### config.mk
export PLATFORM = sky130hd
export DESIGN_NAME = gpss_top
export DESIGN_NICKNAME = d
export VERILOG_FILES = /design/src/shared/gpss_pkg.sv /design/src/rtl/gpss_sticky.sv /design/src/rtl/gpss_irq_route.sv /design/src/rtl/gpss_top.sv
export SDC_FILE = /design/constraint.sdc
export NUM_CORES = 1
export LEC_CHECK = 0
export BUFFER_PORTS_ARGS = -buffer_cell sky130_fd_sc_hd__buf_2
export CAP_MARGIN = 25
export CORE_ASPECT_RATIO = 0.9
export CORE_MARGIN = 3
export CORE_UTILIZATION = 52
export CTS_BUF_LIST = sky130_fd_sc_hd__clkbuf_2 sky130_fd_sc_hd__clkbuf_4 sky130_fd_sc_hd__clkbuf_8
export CTS_CLUSTER_DIAMETER = 60
export CTS_CLUSTER_SIZE = 25
export DETAILED_ROUTE_END_ITERATION = 8
export PLACE_DENSITY_LB_ADDON = 0.2
export SKIP_LAST_GASP = 1
export SLEW_MARGIN = 20
export SYNTH_ARGS = -nofsm -noshare
export SYNTH_HDL_FRONTEND = slang
export SYNTH_SLANG_ARGS = --single-unit
### constraint.sdc
create_clock -name clk_i -period 3.5 [get_ports clk_i]
set_clock_uncertainty 0.2 [all_clocks]
set_input_delay 0.175 -clock clk_i [delete_from_list [all_inputs] [get_ports clk_i]]
set_output_delay 0.175 -clock clk_i [all_outputs]
set_load 0.01 [all_outputs]
### src/shared/gpss_pkg.sv
// constants, types and helpers for the global power state sequencer
// Summary of operation
// - os-only platform: mode flag always reads one
// - dual-mode platform boots legacy, flag zero
// - legacy state entered only on dual-mode hardware
// - no os-visible interrupt while in legacy
// - enter value on command port starts switch
// - switch done: set flag, return to working
// - leave value: go legacy, clear flag
// - up to four sleep states, one active
// - enabled wake event returns sleep to working
// - type S5 plus enable runs shutdown sequence
// - processors halted while sleeping until wake
// - soft-off exit: flag per platform mode support
// - any power loss forces mechanical off
// - hardware events act with no software involvement
// - os-visible interrupt is level, never edge
// - interrupt events routed by mode flag
// - vendor transparent events always to firmware irq
// - power button raises event to its handler
// - sleep enable sits at control bit 13
// - sticky bit set by level, write-one clears
// - write-only bits act on one, read zero
// - reserved bits read zero, writes ignored
package gpss_pkg;
    // clock and sequencing times
    localparam int CLK_PERIOD_NS = 4;
    localparam int MODE_SWITCH_NS = 40;
    localparam int SHUTDOWN_NS = 80;
    localparam int MODE_SWITCH_CYC = (MODE_SWITCH_NS + CLK_PERIOD_NS - 1) / CLK_PERIOD_NS;
    localparam int SHUTDOWN_CYC = (SHUTDOWN_NS + CLK_PERIOD_NS - 1) / CLK_PERIOD_NS;
    localparam int TMR_W = 5;
    // register byte offsets
    localparam logic [11:0] OFS_PM_CTRL = 12'h000;
    localparam logic [11:0] OFS_MODE_CMD = 12'h004;
    localparam logic [11:0] OFS_EVT_STS = 12'h008;
    localparam logic [11:0] OFS_EVT_EN = 12'h00C;
    localparam logic [11:0] OFS_STATE = 12'h010;
    // control register fields
    localparam int SLEEP_ENABLE_CONTROL_BIT = 13;
    localparam int SLP_TYP_LSB = 10;
    localparam int SLP_TYP_W = 3;
    localparam int FLAG_BIT = 0;
    localparam int STATE_SLP_LSB = 4;
    localparam int WAKE_EN_LSB = 8;
    // command values, arbitrary defaults
    localparam logic [7:0] ENTER_OS_MODE_VALUE = 8'hA0;
    localparam logic [7:0] LEAVE_OS_MODE_VALUE = 8'hA1;
    // sleep type codes
    localparam logic [2:0] SLP_S0 = 3'h0;
    localparam logic [2:0] SLP_S1 = 3'h1;
    localparam logic [2:0] SLP_S4 = 3'h4;
    localparam logic [2:0] SLP_S5 = 3'h5;
    // event vector layout
    localparam int NEV = 6;
    localparam int EV_PWRBTN = 0;
    localparam int EV_VENDOR = 5;
    localparam logic [NEV-1:0] EN_RST = 6'h00;
    localparam logic [7:0] CMD_RST = 8'h00;
    // global states, gray along boot, switch and sleep path
    typedef enum logic [2:0] {
        ST_G3 = 3'h0,
        ST_LEGACY = 3'h1,
        ST_MODESW = 3'h3,
        ST_G0 = 3'h2,
        ST_SLEEP = 3'h6,
        ST_SHUTDN = 3'h7,
        ST_SOFTOFF = 3'h5
    } gpss_state_t;
    // sleep codes S1..S4 are the only sleeping states
    function automatic logic gpss_is_sleep(input logic [2:0] t);
        return (t >= SLP_S1) && (t <= SLP_S4);
    endfunction
endpackage

### src/rtl/gpss_sticky.sv
// sticky event status bits with write-one-to-clear
`timescale 1ns/1ps
module gpss_sticky (
    input wire logic clk_i,
    input wire logic rst_i,
    input wire logic [gpss_pkg::NEV-1:0] set_i,
    input wire logic [gpss_pkg::NEV-1:0] clr_i,
    output logic [gpss_pkg::NEV-1:0] sts_o
);
    // level sets every cycle it is high; set beats a clear in the same cycle
    always_ff @(posedge clk_i) begin
        if (rst_i) begin
            sts_o <= '0;
        end else begin
            sts_o <= (sts_o & ~clr_i) | set_i;
        end
    end

    chk_sticky_set: assert property (@(posedge clk_i) disable iff (rst_i)
        (set_i != '0) |=> ((sts_o & $past(set_i)) == $past(set_i)))
        else $error("sticky bit missed its set level");
    chk_sticky_hold: assert property (@(posedge clk_i) disable iff (rst_i)
        (set_i == '0 && clr_i == '0) |=> (sts_o == $past(sts_o)))
        else $error("sticky bit changed with no set or clear");
endmodule

### src/rtl/gpss_irq_route.sv
// steering of pending events to firmware or os-visible interrupt
`timescale 1ns/1ps
module gpss_irq_route (
    input wire logic clk_i,
    input wire logic rst_i,
    input wire logic [gpss_pkg::NEV-1:0] pend_i,
    input wire logic flag_i,
    input wire logic legacy_i,
    output logic os_irq_o,
    output logic fw_irq_o
);
    logic vendor;
    logic shared_evt;

    // vendor events never leave the firmware path
    assign vendor = pend_i[gpss_pkg::EV_VENDOR];
    assign shared_evt = |(pend_i & ~(gpss_pkg::NEV'(1) << gpss_pkg::EV_VENDOR));

    // level outputs: held while any enabled status stays pending
    always_ff @(posedge clk_i) begin
        if (rst_i) begin
            os_irq_o <= 1'b0;
            fw_irq_o <= 1'b0;
        end else begin
            os_irq_o <= shared_evt && flag_i && !legacy_i;
            fw_irq_o <= vendor || (shared_evt && !flag_i);
        end
    end

    chk_legacy_quiet: assert property (@(posedge clk_i) disable iff (rst_i)
        legacy_i |=> !os_irq_o)
        else $error("os interrupt raised in legacy state");
    chk_route_fw: assert property (@(posedge clk_i) disable iff (rst_i)
        (shared_evt && !flag_i) |=> (fw_irq_o && !os_irq_o))
        else $error("event not steered to firmware interrupt");
    chk_vendor_fw: assert property (@(posedge clk_i) disable iff (rst_i)
        vendor |=> fw_irq_o)
        else $error("vendor event missed firmware interrupt");
    chk_level_irq: assert property (@(posedge clk_i) disable iff (rst_i)
        (shared_evt && flag_i && !legacy_i)[*2] |=> os_irq_o && $past(os_irq_o))
        else $error("os interrupt not held as a level");
endmodule

### src/rtl/gpss_top.sv
// global power state sequencer with apb register slave
`timescale 1ns/1ps
module gpss_top (
    input wire logic clk_i,
    input wire logic rst_i,
    input wire logic psel_i,
    input wire logic penable_i,
    input wire logic pwrite_i,
    input wire logic [11:0] paddr_i,
    input wire logic [31:0] pwdata_i,
    output logic [31:0] prdata_o,
    output logic pready_o,
    output logic pslverr_o,
    input wire logic dual_mode_i,
    input wire logic power_good_i,
    input wire logic pwr_btn_i,
    input wire logic lid_i,
    input wire logic dock_i,
    input wire logic thermal_i,
    input wire logic ring_i,
    input wire logic vendor_evt_i,
    output logic os_mode_flag_o,
    output logic [2:0] gstate_o,
    output logic [2:0] sleep_state_o,
    output logic cpu_run_o,
    output logic power_on_o,
    output logic os_irq_o,
    output logic fw_irq_o
);
    localparam int TMR_W_L = gpss_pkg::TMR_W;
    localparam logic [TMR_W_L-1:0] TMR_ONE = 5'h01;

    gpss_pkg::gpss_state_t state_r, state_nxt;
    logic dual_r;
    logic flag_r;
    logic [2:0] slp_typ_field_r;
    logic [2:0] sleep_type_r;
    logic [7:0] last_cmd_r;
    logic [gpss_pkg::NEV-1:0] int_en_r;
    logic [gpss_pkg::NEV-1:0] wake_en_r;
    logic [TMR_W_L-1:0] tmr_r;
    logic [gpss_pkg::NEV-1:0] evt_raw;
    logic [gpss_pkg::NEV-1:0] sts;
    logic [gpss_pkg::NEV-1:0] sts_clr;
    logic acc_cyc;
    logic wr_en;
    logic [31:0] rd_nxt;
    logic rd_err;
    logic wr_ctrl;
    logic wr_cmd;
    logic slp_go;
    logic [2:0] slp_code;
    logic enter_req;
    logic leave_req;
    logic wake_hit;
    logic tmr_done;
    logic boot_req;

    // raw event levels; power button feeds its own status bit
    assign evt_raw = {vendor_evt_i, ring_i, thermal_i, dock_i, lid_i, pwr_btn_i};

    // apb: access cycle answered one cycle later from flops
    assign acc_cyc = psel_i && penable_i && !pready_o;
    assign wr_en = psel_i && penable_i && pready_o && pwrite_i;
    assign wr_ctrl = wr_en && (paddr_i == gpss_pkg::OFS_PM_CTRL);
    assign wr_cmd = wr_en && (paddr_i == gpss_pkg::OFS_MODE_CMD);
    // write-only enable acts only when a one is written
    assign slp_go = wr_ctrl && pwdata_i[gpss_pkg::SLEEP_ENABLE_CONTROL_BIT];
    assign slp_code = pwdata_i[gpss_pkg::SLP_TYP_LSB +: gpss_pkg::SLP_TYP_W];
    assign enter_req = wr_cmd && (pwdata_i[7:0] == gpss_pkg::ENTER_OS_MODE_VALUE);
    assign leave_req = wr_cmd && (pwdata_i[7:0] == gpss_pkg::LEAVE_OS_MODE_VALUE);
    // clearing a status bit needs a one written at its position
    assign sts_clr = (wr_en && (paddr_i == gpss_pkg::OFS_EVT_STS)) ?
        pwdata_i[gpss_pkg::NEV-1:0] : '0;
    // software is trusted to have enabled wakes before requesting sleep
    assign wake_hit = |(sts & wake_en_r);
    assign tmr_done = (tmr_r == TMR_ONE);
    // power button from soft off boots the platform with no software help
    assign boot_req = power_good_i && pwr_btn_i;

    gpss_sticky i_gpss_sticky (
        .clk_i(clk_i),
        .rst_i(rst_i),
        .set_i(evt_raw),
        .clr_i(sts_clr),
        .sts_o(sts)
    );

    gpss_irq_route i_gpss_irq_route (
        .clk_i(clk_i),
        .rst_i(rst_i),
        .pend_i(sts & int_en_r),
        .flag_i(flag_r),
        .legacy_i(state_r == gpss_pkg::ST_LEGACY),
        .os_irq_o(os_irq_o),
        .fw_irq_o(fw_irq_o)
    );

    // read mux; reserved and write-only positions read zero
    always_comb begin
        rd_nxt = 32'h00000000;
        rd_err = 1'b0;
        unique case (paddr_i)
            gpss_pkg::OFS_PM_CTRL: begin
                rd_nxt[gpss_pkg::SLP_TYP_LSB +: gpss_pkg::SLP_TYP_W] = slp_typ_field_r;
                rd_nxt[gpss_pkg::FLAG_BIT] = flag_r;
            end
            gpss_pkg::OFS_MODE_CMD: rd_nxt[7:0] = last_cmd_r;
            gpss_pkg::OFS_EVT_STS: rd_nxt[gpss_pkg::NEV-1:0] = sts;
            gpss_pkg::OFS_EVT_EN: begin
                rd_nxt[gpss_pkg::NEV-1:0] = int_en_r;
                rd_nxt[gpss_pkg::WAKE_EN_LSB +: gpss_pkg::NEV] = wake_en_r;
            end
            gpss_pkg::OFS_STATE: begin
                rd_nxt[2:0] = state_r;
                rd_nxt[gpss_pkg::STATE_SLP_LSB +: 3] = sleep_type_r;
            end
            default: rd_err = 1'b1;
        endcase
    end

    // bus answer flops; unmapped addresses answer with an error
    always_ff @(posedge clk_i) begin
        if (rst_i) begin
            pready_o <= 1'b0;
            prdata_o <= 32'h00000000;
            pslverr_o <= 1'b0;
        end else begin
            pready_o <= acc_cyc;
            if (acc_cyc) begin
                prdata_o <= pwrite_i ? 32'h00000000 : rd_nxt;
                pslverr_o <= rd_err;
            end else begin
                pslverr_o <= 1'b0;
            end
        end
    end

    // software-owned fields; only defined bits are stored
    always_ff @(posedge clk_i) begin
        if (rst_i) begin
            slp_typ_field_r <= gpss_pkg::SLP_S0;
            last_cmd_r <= gpss_pkg::CMD_RST;
            int_en_r <= gpss_pkg::EN_RST;
            wake_en_r <= gpss_pkg::EN_RST;
        end else begin
            if (wr_ctrl) begin
                slp_typ_field_r <= slp_code;
            end
            if (wr_cmd) begin
                last_cmd_r <= pwdata_i[7:0];
            end
            if (wr_en && (paddr_i == gpss_pkg::OFS_EVT_EN)) begin
                int_en_r <= pwdata_i[gpss_pkg::NEV-1:0];
                wake_en_r <= pwdata_i[gpss_pkg::WAKE_EN_LSB +: gpss_pkg::NEV];
            end
        end
    end

    // next global state; power loss outranks everything
    always_comb begin
        state_nxt = state_r;
        if (!power_good_i) begin
            state_nxt = gpss_pkg::ST_G3;
        end else begin
            unique case (state_r)
                gpss_pkg::ST_G3, gpss_pkg::ST_SOFTOFF: begin
                    // a fresh boot: dual-mode parts start in legacy
                    if (state_r == gpss_pkg::ST_G3 || boot_req) begin
                        state_nxt = dual_r ? gpss_pkg::ST_LEGACY : gpss_pkg::ST_G0;
                    end
                end
                gpss_pkg::ST_LEGACY: begin
                    if (slp_go && slp_code == gpss_pkg::SLP_S5) begin
                        state_nxt = gpss_pkg::ST_SHUTDN;
                    end else if (slp_go && gpss_pkg::gpss_is_sleep(slp_code)) begin
                        state_nxt = gpss_pkg::ST_SLEEP;
                    end else if (enter_req) begin
                        state_nxt = gpss_pkg::ST_MODESW;
                    end
                end
                gpss_pkg::ST_MODESW: begin
                    if (tmr_done) begin
                        state_nxt = gpss_pkg::ST_G0;
                    end
                end
                gpss_pkg::ST_G0: begin
                    if (slp_go && slp_code == gpss_pkg::SLP_S5) begin
                        state_nxt = gpss_pkg::ST_SHUTDN;
                    end else if (slp_go && gpss_pkg::gpss_is_sleep(slp_code)) begin
                        state_nxt = gpss_pkg::ST_SLEEP;
                    end else if (leave_req && dual_r) begin
                        state_nxt = gpss_pkg::ST_LEGACY;
                    end
                end
                gpss_pkg::ST_SLEEP: begin
                    // wake returns to whichever working mode was left
                    if (wake_hit) begin
                        state_nxt = flag_r ? gpss_pkg::ST_G0 : gpss_pkg::ST_LEGACY;
                    end
                end
                gpss_pkg::ST_SHUTDN: begin
                    if (tmr_done) begin
                        state_nxt = gpss_pkg::ST_SOFTOFF;
                    end
                end
                default: state_nxt = gpss_pkg::ST_G3;
            endcase
        end
    end

    // state register and platform capability caught during reset
    always_ff @(posedge clk_i) begin
        if (rst_i) begin
            state_r <= gpss_pkg::ST_G3;
            dual_r <= dual_mode_i;
        end else begin
            state_r <= state_nxt;
        end
    end

    // sequencing timer for mode switch and shutdown
    always_ff @(posedge clk_i) begin
        if (rst_i) begin
            tmr_r <= '0;
        end else if (state_nxt == gpss_pkg::ST_MODESW && state_r != gpss_pkg::ST_MODESW) begin
            tmr_r <= TMR_W_L'(gpss_pkg::MODE_SWITCH_CYC);
        end else if (state_nxt == gpss_pkg::ST_SHUTDN && state_r != gpss_pkg::ST_SHUTDN) begin
            tmr_r <= TMR_W_L'(gpss_pkg::SHUTDOWN_CYC);
        end else if (tmr_r != '0) begin
            tmr_r <= tmr_r - TMR_ONE;
        end
    end

    // mode flag; an os-only platform pins it high
    always_ff @(posedge clk_i) begin
        if (rst_i) begin
            flag_r <= !dual_mode_i;
        end else if (!dual_r) begin
            flag_r <= 1'b1;
        end else if (state_r == gpss_pkg::ST_MODESW && tmr_done) begin
            flag_r <= 1'b1;
        end else if (state_nxt == gpss_pkg::ST_LEGACY) begin
            flag_r <= 1'b0;
        end
    end

    // latched sleep code: a single active sleeping state
    always_ff @(posedge clk_i) begin
        if (rst_i) begin
            sleep_type_r <= gpss_pkg::SLP_S0;
        end else if (slp_go && (state_nxt == gpss_pkg::ST_SLEEP
                     || state_nxt == gpss_pkg::ST_SHUTDN) && state_r != state_nxt) begin
            // only a code that really starts a sequence is kept, no one-cycle junk
            sleep_type_r <= slp_code;
        end else if (state_nxt != gpss_pkg::ST_SLEEP && state_nxt != gpss_pkg::ST_SHUTDN
                     && state_nxt != gpss_pkg::ST_SOFTOFF) begin
            sleep_type_r <= gpss_pkg::SLP_S0;
        end
    end

    // platform outputs follow the next state so they line up with gstate_o
    always_ff @(posedge clk_i) begin
        if (rst_i) begin
            cpu_run_o <= 1'b0;
            power_on_o <= 1'b0;
        end else begin
            // processors stay frozen in every sleep and off state
            cpu_run_o <= (state_nxt == gpss_pkg::ST_G0) || (state_nxt == gpss_pkg::ST_LEGACY)
                || (state_nxt == gpss_pkg::ST_MODESW);
            power_on_o <= (state_nxt != gpss_pkg::ST_G3) && (state_nxt != gpss_pkg::ST_SOFTOFF);
        end
    end

    assign os_mode_flag_o = flag_r;
    assign gstate_o = state_r;
    assign sleep_state_o = sleep_type_r;

    chk_os_only_flag: assert property (@(posedge clk_i) disable iff (rst_i)
        !dual_r |-> flag_r)
        else $error("os-only platform shows flag low");
    chk_dual_boot: assert property (@(posedge clk_i) disable iff (rst_i)
        (state_r == gpss_pkg::ST_G3 && power_good_i && dual_r)
        |=> (state_r == gpss_pkg::ST_LEGACY && !flag_r))
        else $error("dual-mode boot did not land in legacy");
    chk_legacy_entry: assert property (@(posedge clk_i) disable iff (rst_i)
        (state_r == gpss_pkg::ST_LEGACY) |-> dual_r)
        else $error("legacy state on os-only hardware");
    chk_enter_mode: assert property (@(posedge clk_i) disable iff (rst_i || !power_good_i)
        (state_r == gpss_pkg::ST_LEGACY && enter_req && !slp_go)
        |=> (state_r == gpss_pkg::ST_MODESW && !flag_r)
        ##10 (state_r == gpss_pkg::ST_G0 && flag_r))
        else $error("mode switch did not complete with flag set");
    chk_leave_mode: assert property (@(posedge clk_i) disable iff (rst_i)
        (state_r == gpss_pkg::ST_G0 && leave_req && dual_r && !slp_go && power_good_i)
        |=> (state_r == gpss_pkg::ST_LEGACY && !flag_r))
        else $error("leave command did not reach legacy");
    chk_sleep_entry: assert property (@(posedge clk_i) disable iff (rst_i)
        (state_r == gpss_pkg::ST_G0 && slp_go && gpss_pkg::gpss_is_sleep(slp_code) && power_good_i)
        |=> (state_r == gpss_pkg::ST_SLEEP && sleep_state_o == $past(slp_code)))
        else $error("sleep entry lost its latched type");
    chk_wake: assert property (@(posedge clk_i) disable iff (rst_i)
        (state_r == gpss_pkg::ST_SLEEP && wake_hit && power_good_i)
        |=> (state_r == gpss_pkg::ST_G0 || state_r == gpss_pkg::ST_LEGACY) ##1 cpu_run_o)
        else $error("enabled wake did not return to working");
    chk_soft_off: assert property (@(posedge clk_i) disable iff (rst_i)
        (state_r == gpss_pkg::ST_G0 && slp_go && slp_code == gpss_pkg::SLP_S5 && power_good_i)
        |=> (state_r == gpss_pkg::ST_SHUTDN) ##[19:21] (state_r == gpss_pkg::ST_SOFTOFF
        || !power_good_i || state_r == gpss_pkg::ST_G3))
        else $error("shutdown sequence did not reach soft off");
    chk_cpu_halt: assert property (@(posedge clk_i) disable iff (rst_i)
        (state_r == gpss_pkg::ST_SLEEP) |-> !cpu_run_o)
        else $error("processor running while asleep");
    chk_power_loss: assert property (@(posedge clk_i) disable iff (rst_i)
        !power_good_i |=> (state_r == gpss_pkg::ST_G3 && !power_on_o))
        else $error("power loss did not force mechanical off");
    chk_soft_exit: assert property (@(posedge clk_i) disable iff (rst_i)
        (state_r == gpss_pkg::ST_SOFTOFF && boot_req)
        |=> (flag_r == !dual_r) && (state_r == (dual_r ? gpss_pkg::ST_LEGACY : gpss_pkg::ST_G0)))
        else $error("soft-off exit with wrong mode");

    // capability, event and sequencing checks
    chk_boot_os_only: assert property (@(posedge clk_i) disable iff (rst_i)
        (state_r == gpss_pkg::ST_G3 && power_good_i && !dual_r)
        |=> (state_r == gpss_pkg::ST_G0 && flag_r))
        else $error("os-only boot did not land in working");
    chk_btn_event: assert property (@(posedge clk_i) disable iff (rst_i)
        pwr_btn_i |=> sts[gpss_pkg::EV_PWRBTN])
        else $error("power button raised no event");
    chk_one_sleep: assert property (@(posedge clk_i) disable iff (rst_i)
        (state_r == gpss_pkg::ST_SLEEP) |-> gpss_pkg::gpss_is_sleep(sleep_type_r))
        else $error("sleeping with no valid sleep type");
    chk_type_clear: assert property (@(posedge clk_i) disable iff (rst_i)
        (state_r == gpss_pkg::ST_G0) |-> (sleep_type_r == gpss_pkg::SLP_S0))
        else $error("stale sleep type while working");
    chk_hw_boot: assert property (@(posedge clk_i) disable iff (rst_i)
        (state_r == gpss_pkg::ST_SOFTOFF && boot_req) |=> (cpu_run_o && power_on_o))
        else $error("power button did not boot from soft off");
    // reserved upper bits never carry data on any answer
    chk_rsvd_zero: assert property (@(posedge clk_i) disable iff (rst_i)
        pready_o |-> (prdata_o[31:14] == 18'h00000))
        else $error("reserved read bits not zero");
endmodule

==> results of run 1 <==
what timing repair did:
item	in CTS	in global routing
setup buffers	0	0
hold endpoints to repair	34	0
hold buffers	27	0
per-layer routing:
metal | routed length (um) | track usage, % | up-vias
li1 | - | - | 1520
met1 | 3968 | 36.24 | 1510
met2 | 4121 | 40.66 | 151
met3 | 641 | 7.224 | 16
met4 | 139 | 7.515 | 0
met5 | 0 | 0 | -
power by group:
group / internal (mW) / leakage, nW / switching, mW / total (mW)
Sequential: 0.738 / 0.507 / 0.0283 / 0.766
Clock: 0.480 / 0.118 / 0.282 / 0.762
Combinational: 0.140 / 1.07 / 0.174 / 0.314
metrics by stage:
step           instances  area (sq um)  power, mW
5_1_grt              549          3965      1.924
6_report             549          3965      1.842
3_5_place_dp         506          3453      1.060
4_1_cts              549          3965      1.851
2_1_floorplan        400          3189     0.9921
3_3_place_gp         506          3453      1.051
cells in the final DEF, fill, tap and decap left out, types with 3 or more instances in the layout:
cell type       n
nand2_1        56
nor2_1         47
dfxtp_1        60
inv_1           8
nor3_1         11
a222oi_1        3
o21a_1          4
a21oi_1        32
buf_4           8
nand3_1        12
mux2i_1        10
buf_2          65
a22oi_1        17
conb_1         18
o21ai_0        11
bufinv_16       3
a22o_1          3
nor2b_1         3
or4_1           3
dlygate4sd3_1  27
or3_1           6
nand2b_1        5
o31a_1          3
clkbuf_8        9
final cells by class:
type,count,area (sq um)
sequential,62,1261
clock inverter,6,110.1
clock buffer,10,131.4
multi-input combinational,293,1689
tap,70,87.58
timing repair buffer,100,655.6
inverter,8,30.03
fill,502,1793
state kept, by name, summed over array words and instances (netlist names):
name and cells:
slp_typ_field_r 3, i_gpss_irq_route.os_irq_o 1, wake_en_r 6, prdata_o 14, i_gpss_sticky.sts_o 6, gstate_o 3
i_gpss_irq_route.fw_irq_o 1, cpu_run_o 1, pready_o 1, sleep_state_o 3, pslverr_o 1, power_on_o 1
os_mode_flag_o 1, tmr_r 5, int_en_r 6, dual_r 1, last_cmd_r 8
worst max-delay path, cell delays in order:
cell and delay, ns:
dlygate4sd3_1 0.52, buf_2 0.14, or4_1 0.53, nor3_1 0.44
nand3_2 0.17, o21a_1 0.23, o31a_1 0.29, or3_1 0.40
o21ai_1 0.19
logic make-up (layout without fill, tap and decap cells):
family	after synthesis	after routing	share of synthesized area [%]
other cells	1	18	0.1200
flops	62	62	40.35
buf+inv	45	124	7.646
xor+xnor	1	1	0.2803
fa+ha+maj	2	2	0.8005
simple gates	164	164	25.30
mux	12	12	3.923
compound gates	96	96	21.58
worst paths after layout:
kind | end | slack (ns) | cells past startpoint
max | os_mode_flag_o | 0.26 | 9
min | prdata_o[7] | 0.04 | 3
max reg2reg | os_mode_flag_o | 0.61 | 7
min reg2reg | prdata_o[7] | 0.25 | 2
==> key figures, run 1 <==
Clock network
  – Sink Count: 62
  – Htree depth: 3
  – Clock Path Buffers: 2
  – CTS tree: done
  – Cts repair resizes: 0
  – Reg clk slew, reported paths: 0.07 ns
  – Worst-skew pair later-pin latency: 0.34 ns
  – Root buf cell: clkbuf_8
  – Inserted Clock Buffers: 9

Worst hold path
  – Hold Crit Start: pwrite_i
  – HP Class: input port to register

Synthesis
  – Yosys warnings: 0
  – Post-synth top cells: dfxtp_1, nand2_1, nor2_1
  – Most common cell in the netlist: dfxtp_1
  – Synth Flop Type: dfxtp_1
  – Synth area leader: dfxtp_1
  – Number of synthesized flops with an enable pin: 2
  – Mean Syn Cell Area: 8.161 sq um
  – Top-area cell type share of the netlist area: 38.43%
  – Ys async rst share: 0%
  – Netlist cell types: 62
  – Syn Inst Count: 383
  – Register area share after synthesis: 40.35%
  – Synth Cell Area: 3125 sq um
  – Yosys reg bits: 62
  – Main area contributors after synthesis: dfxtp_1, nand2_1, nor2_1

GRT
  – Vias in the first global route: 2918
  – Largest net degree at the start of global routing: 39
  – Antenna violations before repair: 0
  – Gr ovfl total: 0
  – GRT Total Usage: 26.45%
  – First-pass GRT wire length: 14280 um

STA
  – Max Slew Vio Count: 0
  – Crit share post-route: 92.69%
  – Fin Hold WS: 0.04282 ns
  – Post-route setup slack: 0.2557 ns
  – Fmax: 0.3082 GHz
  – Count of final hold-check violations: 0
  – Worst Tran Pin Value: 0.7324 ns
  – Post-route minimum period: 3.244 ns
  – Max-slew headroom: 51.17%
  – Setup TNS: 0 ns
  – RSZ-0062 raised after global routing: false
  – Setup violators final: 0

Setup path
  – Data required time of the critical path: 3.34 ns
  – Startpoint type of the worst setup path: input port
  – Setup crit start: pwdata_i[2]
  – Critical path class: input port to register
  – CP Capture Type: register
  – Worst Path Arrival: 3.09 ns
  – Worst-path fanout max: 4
  – Crit Reg-Reg Startpoint: gstate_o[1]

Pwr
  – Pwr/cell area: 464.6 nW/um^2
  – Lkg Pwr: 1.698 nW
  – Worst vdd ir: 0.0003947 V

Detailed routing
  – DR pass1 iterations: 7
  – Via density per instance: 5.823
  – Drt total wl: 8870 um
  – Initial DRC Count: 367
  – WL/cell: 16.16 um
  – Vias: 3197
  – DRC: 0
  – Post-route ant nets: 0

Layout
  – Area Growth Syn to Fin: 26.86%
  – Antenna diodes: 0
  – End-of-flow core utilization: 68.86%
  – Share of layout cells above drive strength 1: 21.71%
  – Nets: 533

Die
  – Die area: 6978 sq um
  – Initial Util: 54.28%
  – Die Y: 79.55 um
  – Row count: 26
  – Core footprint: 5758 sq um
  – DIE WIDTH: 87.72 um
  – Ports: 102

Place
  – DP Worst Slack: 0.5150 ns
  – Hpwl dp: 6253 um
  – RD Place Congestion: 0.9223
  – IO buf count: 65

Run
  – Maxcap violations: 0

Outcome
  – Outcome: finished clean
Power figures use the tool's default switching activity.
==> inputs of run 2 (changes only) <==
- CAP_MARGIN: 25 -> default
- clock period: 3.5 -> 3.44 ns (I/O delays scaled with it)
==> run 2 against run 1 <==
  * Wire length fell by 2.5%
  * Sequential share of layout area grew 0.18 points
  * Clock power is 9.2% lower
  * Sequential power is 2% higher
  * Power shrank 3.2%
  * Largest power group unchanged
  * Critical endpoint unchanged
  * Flip-flop and latch count unchanged
  * Core utilization decreased by 0.39 points
  * Clock-buffer cell count rose by 3
==> key figures, run 2 (synthesized netlist as in run 1, its figures left out) <==
Outcome
  – Outcome: finished clean

Die
  – Die Y: 79.55 um (unchanged)
  – Ports: 102 (unchanged)
  – DIE WIDTH: 87.72 um (unchanged)
  – Row count: 26 (unchanged)
  – Initial Util: 54.28% (unchanged)
  – Die area: 6978 sq um (unchanged)
  – Core footprint: 5758 sq um (unchanged)

Clock network
  – Reg clk slew, reported paths: 0.07 ns (about the same)
  – Inserted Clock Buffers: 9 (unchanged)
  – Htree depth: 3 (unchanged)
  – Worst-skew pair later-pin latency: 0.35 ns (about the same)
  – Sink Count: 62 (unchanged)
  – CTS tree: done
  – Root buf cell: clkbuf_8
  – Post-CTS setup buffer count: 0 (unchanged)
  – Clock Path Buffers: 2 (unchanged)

STA
  – Setup TNS: 0 ns (unchanged)
  – Max Slew Vio Count: 0 (unchanged)
  – Setup violators final: 0 (unchanged)
  – Post-route minimum period: 3.172 ns
  – RSZ-0062 raised after global routing: false
  – Crit share post-route: 92.22%
  – Count of final hold-check violations: 0 (unchanged)
  – Worst Tran Pin Value: 0.6944 ns (-0.03802 ns)
  – Fin Hold WS: 0.02069 ns (-0.02213 ns)
  – Max-slew headroom: 53.60% (+2.4 points)
  – Post-route setup slack: 0.2676 ns (+0.01186 ns)
  – Fmax: 0.3152 GHz

GRT
  – Gr ovfl total: 0 (unchanged)
  – Antenna violations before repair: 0 (unchanged)
  – Largest net degree at the start of global routing: 46 (+18%)
  – First-pass GRT wire length: 13560 um (-5.0%)
  – GRT Total Usage: 25.31% (-1.1 points)
  – Vias in the first global route: 2747 (-5.9%)

Layout
  – Commonest non-fill, non-tap cell in the layout: buf_2
  – Max reg flops: 14 (unchanged)
  – Share of layout cells above drive strength 1: 21.92% (+0.21 points)
  – Largest regs: prdata_o: 14 flops, last_cmd_r: 8 flops
  – Antenna diodes: 0 (unchanged)
  – Most frequent cells in the layout: buf_2, dfxtp_1, nand2_1
  – Reg with most FFs: prdata_o
  – Area Growth Syn to Fin: 26.14%
  – Non-Filler Instances: 549 (unchanged)
  – Nets: 533 (unchanged)
  – Fill count: 489 (-2.6%)

Run
  – Maxcap violations: 0 (unchanged)

Detailed routing
  – Initial DRC Count: 289 (-21%)
  – DRC: 0 (unchanged)
  – Vias: 3086 (-3.5%)
  – Drt total wl: 8645 um (-2.5%)
  – Post-route ant nets: 0 (unchanged)
  – DR pass1 iterations: 6 (-1)
  – Via density per instance: 5.621 (-3.5%)
  – WL/cell: 15.75 um (-2.5%)

Place
  – IO buf count: 65 (unchanged)
  – Post-Place Cells: 506 (unchanged)
  – RD Place Congestion: 0.9390 (+1.8%)
  – DP Worst Slack: 0.2501 ns (-0.2649 ns)
  – Hpwl dp: 6070 um (-2.9%)

Pwr
  – Comb pwr share: 17.5% (+0.4 points)
  – Clock share of power: 38.8% (-2.6 points)
  – Worst vdd ir: 0.0002736 V (-31%)
  – Lkg Pwr: 1.695 nW (-0.12%)
  – Pint: 1.305 mW (-3.9%)
  – Psw: 0.4785 mW (-1.2%)
  – Power after layout: 1.783 mW (-3.2%)
  – Pwr/cell area: 452.3 nW/um^2 (-2.6%)
  – Switch share: 26.83% (+0.55 points)
  – Reg power frac: 43.7% (+2.1 points)

Setup path
  – Startpoint type of the worst setup path: input port
  – Slowest CP cell: dlygate4sd3_1
  – CP Capture Type: register
  – Data required time of the critical path: 3.30 ns (-0.04 ns)
  – Critical path class: input port to register
  – Worst-path fanout max: 4 (unchanged)
  – Worst Path Arrival: 3.03 ns (-0.06 ns)
  – Max stage delay on crit path: 0.54 ns (about the same)
  – Cell Chain, Critical Path: dlygate4sd3_1 > buf_2 > or4_1 > nor3_1 > nand3_2 > o21a_1 > o31a_1 > or3_1 > o21ai_1

Worst hold path
  – HP Class: input port to register
run 2: through the flow:
step,util (%),cell area (sq um)
2_1_floorplan,-,3189
3_3_place_gp,59.97,3453
3_5_place_dp,59.97,3453
4_1_cts,68.47,3943
5_1_grt,68.47,3943
6_report,68.47,3943
run 2: cell type report:
cell class,count,area (sq um),share of cell area [%]
flip-flops and latches,62,1261,31.99
well taps,70,87.58,2.222
clock buffers,13,178.9,4.538
inverters,8,30.03,0.7617
repair buffers,100,655.6,16.63
multi-input cells,293,1689,42.84
clock inverters,3,40.04,1.016
run 2: what timing repair did:
item / CTS / global route
gates resized for setup: 0 / 0
hold buffers: 27 / 0
endpoints found under the hold margin: 34 / 0
run 2: worst paths after layout:
check,from,endpoint,slack [ns],cells after the start
setup / recovery,pwdata_i[2],os_mode_flag_o,0.27,9
setup reg to reg,gstate_o[1],os_mode_flag_o,0.59,7
hold / removal,rst_i,prdata_o[11],0.02,2
hold reg to reg,prdata_o[7],prdata_o[7],0.25,2
run 2: power by group through the flow:
stage          Combinational (mW)  Clock, mW  Sequential, mW
2_1_floorplan               0.220          0           0.790
3_3_place_gp                0.275          0           0.793
3_5_place_dp                0.283          0           0.795
4_1_cts                     0.309      0.697           0.779
5_1_grt                     0.350      0.731           0.784
6_report                    0.312      0.692           0.780
run 2: critical path: cells and delay by family:
kind | cells | cell delay [ns]
buffers and inverters | 2 | 0.69
AOI/OAI and AO/OA | 3 | 0.68
and+or+nand+nor | 4 | 1.50
run 2: metal layers:
layer	wire, um	vias up	global-route usage [%]
li1	-	1513	-
met1	4059	1444	36.09
met2	3986	122	37.20
met3	536	7	6.708
met4	62	0	7.669
met5	0	-	0
==> inputs of run 3 (changes only) <==
- CORE_UTILIZATION: 52 -> 47
- HOLD_SLACK_MARGIN: default -> 0.12
- clock period: 3.44 -> 2.9 ns (I/O delays scaled with it)
==> run 3 against run 2 <==
  * Final cell count is 6.2% higher
  * Setup slack worse by 0.23 ns
  * Critical path depth is 1 lower
  * Largest power group unchanged
==> key figures, run 3 (synthesized netlist as in run 1, its figures left out) <==
Detailed routing
  – Vias: 3280 (+6.3%)
  – Post-route ant nets: 0 (unchanged)
  – Drt total wl: 9223 um (+6.7%)
  – Metal1 wirelength: 3975 um (-2.1%)
  – WL/cell: 15.82 um (+0.46%)
  – Top Metal Used: met4
  – DR pass1 iterations: 5 (-1)
  – Routed wl met2: 4386 um (+10%)
  – Initial DRC Count: 331 (+15%)
  – Met3 wire length: 738 um (+38%)
  – DRC: 0 (unchanged)
  – Via density per instance: 5.626 (about the same)

STA
  – Max Slew Vio Count: 0 (unchanged)
  – Worst Tran Pin Value: 0.6379 ns (-0.05651 ns)
  – Max-slew headroom: 57.15% (+3.6 points)
  – Post-route minimum period: 2.862 ns
  – Count of final hold-check violations: 0 (unchanged)
  – Crit share post-route: 98.67%
  – Fmax: 0.3495 GHz
  – Setup violators final: 0 (unchanged)

Pwr
  – Psw: 0.5689 mW (+19%)
  – Clock share of power: 39.0% (+0.2 points)
  – Power after layout: 2.167 mW (+21%)
  – Worst vdd ir: 0.0005865 V (+110%)
  – Reg power frac: 42.7% (-1.0 points)
  – Pwr/cell area: 520.8 nW/um^2 (+15%)
  – Comb pwr share: 18.3% (+0.8 points)
  – Switch share: 26.26% (-0.58 points)
  – Pint: 1.598 mW (+22%)
  – Lkg Pwr: 1.785 nW (+5.3%)

Clock network
  – Reg clk slew, reported paths: 0.07 ns (about the same)
  – Clock Path Buffers: 2 (unchanged)
  – Worst-skew pair later-pin latency: 0.33 ns (-0.02 ns)
  – Sink Count: 62 (unchanged)
  – Inserted Clock Buffers: 9 (unchanged)
  – Htree depth: 3 (unchanged)
  – CTS tree: done
  – Root buf cell: clkbuf_8

GRT
  – First-pass GRT wire length: 15200 um (+12%)
  – GRT Total Usage: 24.80% (-0.51 points)
  – Antenna violations before repair: 0 (unchanged)
  – Gr ovfl total: 0 (unchanged)
  – Vias in the first global route: 3102 (+13%)
  – Largest net degree at the start of global routing: 34 (-26%)

Run
  – Maxcap violations: 0 (unchanged)

Setup path
  – Startpoint type of the worst setup path: input port
  – Worst-path fanout max: 6 (+2)
  – CP Capture Type: register
  – Critical path class: input port to register
  – Data required time of the critical path: 2.75 ns (-0.55 ns)
  – Cell Chain, Critical Path: dlygate4sd3_1 > buf_4 > o311a_1 > and4_4 > or3_4 > o31a_1 > or3_4 > o21ai_2
  – Worst Path Arrival: 2.71 ns (-0.32 ns)
  – Max stage delay on crit path: 0.55 ns (about the same)
  – Slowest CP cell: dlygate4sd3_1
  – CP most frequent cell: or3_4

Place
  – IO buf count: 65 (unchanged)
  – RD Place Congestion: 0.9581 (+2.0%)
  – Placed cell area: 3565 sq um (+3.2%)
  – Hpwl dp: 6490 um (+6.9%)
  – Post-Place Cells: 535 (+5.7%)

Layout
  – Max reg flops: 14 (unchanged)
  – Nets: 551 (+3.4%)
  – Commonest non-fill, non-tap cell in the layout: buf_2
  – Largest regs: prdata_o: 14 flops, last_cmd_r: 8 flops
  – Share of layout cells above drive strength 1: 24.80% (+2.9 points)
  – Register Area: 1261 sq um (unchanged)
  – Area Growth Syn to Fin: 33.11%
  – Non-Filler Instances: 583 (+6.2%)
  – Design Area, Final: 4160 sq um (+5.5%)
  – Antenna diodes: 0 (unchanged)
  – Reg with most FFs: prdata_o
  – Most frequent cells in the layout: buf_2, dfxtp_1, nand2_1
  – Fill count: 540 (+10%)
  – Multi-input logic area: 1730 sq um (+2.4%)

Die
  – DIE WIDTH: 91.96 um (+4.8%)
  – Core footprint: 6284 sq um (+9.1%)
  – Row count: 27 (+3.8%)
  – Die Y: 83.36 um (+4.8%)
  – Ports: 102 (unchanged)
  – Die area: 7666 sq um (+9.9%)
  – Initial Util: 49.74% (-4.5 points)

Worst hold path
  – HP Class: input port to register

Outcome
  – Outcome: finished clean
## run 3: changes by cell type in the layout (fill, tap and decap cells not counted), moves of 2 or more
cell           delta
or3_4             +2
clkbuf_8          -2
buf_4            +13
or3_1             -2
dlygate4sd3_1     +6
## run 3: stage by stage
step | worst slack (ns) | util [%] | TNS (ns) | hold WS [ns]
after floorplan | 0.04373 | - | 0 | 0.04387
after global placement | 0.0001621 | 56.73 | 0 | 0.1459
after detailed placement | -0.02787 | 56.73 | -0.05515 | 0.1443
after CTS | 0.01311 | 65.51 | 0 | 0.2164
after global routing | -0.01127 | 66.21 | -0.01291 | 0.2773
final | 0.03849 | 66.21 | 0 | 0.2422
## run 3: cell type report
| cell class | instances | share of cell area [%] |
|---|---|---|
| flip-flops and latches | 62 | 30.32 |
| clock buffers | 11 | 3.639 |
| well taps | 87 | 2.617 |
| clock inverters | 4 | 1.684 |
| multi-input cells | 293 | 41.59 |
| repair buffers | 118 | 19.43 |
| inverters | 8 | 0.7218 |
## run 3: what timing repair did
action                                 4_1_cts  5_1_grt
resized for setup                            0       12
setup buffers                                0        0
hold buffers                                33        0
endpoints found under the hold margin       51        0
setup endpoints to repair                    0       10
## run 3: metal layers
| metal | vias up | GRT usage (%) |
|---|---|---|
| li1 | 1551 | - |
| met1 | 1527 | 33.31 |
| met2 | 186 | 39.66 |
| met3 | 16 | 5.525 |
| met4 | 0 | 7.692 |
| met5 | - | 0 |
## run 3: path summary, 6_finish.rpt
| check | slack (ns) | end | cells past startpoint | startpoint |
|---|---|---|---|---|
| max reg2reg | 0.11 | os_mode_flag_o | 7 | gstate_o[0] |
| max | 0.04 | os_mode_flag_o | 8 | pwdata_i[12] |
| min | 0.24 | pready_o | 4 | psel_i |
| min reg2reg | 0.25 | prdata_o[8] | 2 | prdata_o[8] |
## run 3: worst max-delay path, delay by kind of cell
family / cells / cell delay (ns)
and+or+nand+nor: 3 / 1.00
AOI/OAI and AO/OA: 3 / 0.83
buffers and inverters: 2 / 0.72
## run 3: power by group through the flow
| stage | clock network, mW | registers [mW] | logic, mW |
|---|---|---|---|
| floorplan | 0 | 0.937 | 0.261 |
| CTS | 0.859 | 0.925 | 0.385 |
| global placement | 0 | 0.941 | 0.334 |
| detailed placement | 0 | 0.944 | 0.348 |
| finish | 0.846 | 0.925 | 0.396 |
| global route | 0.902 | 0.930 | 0.440 |
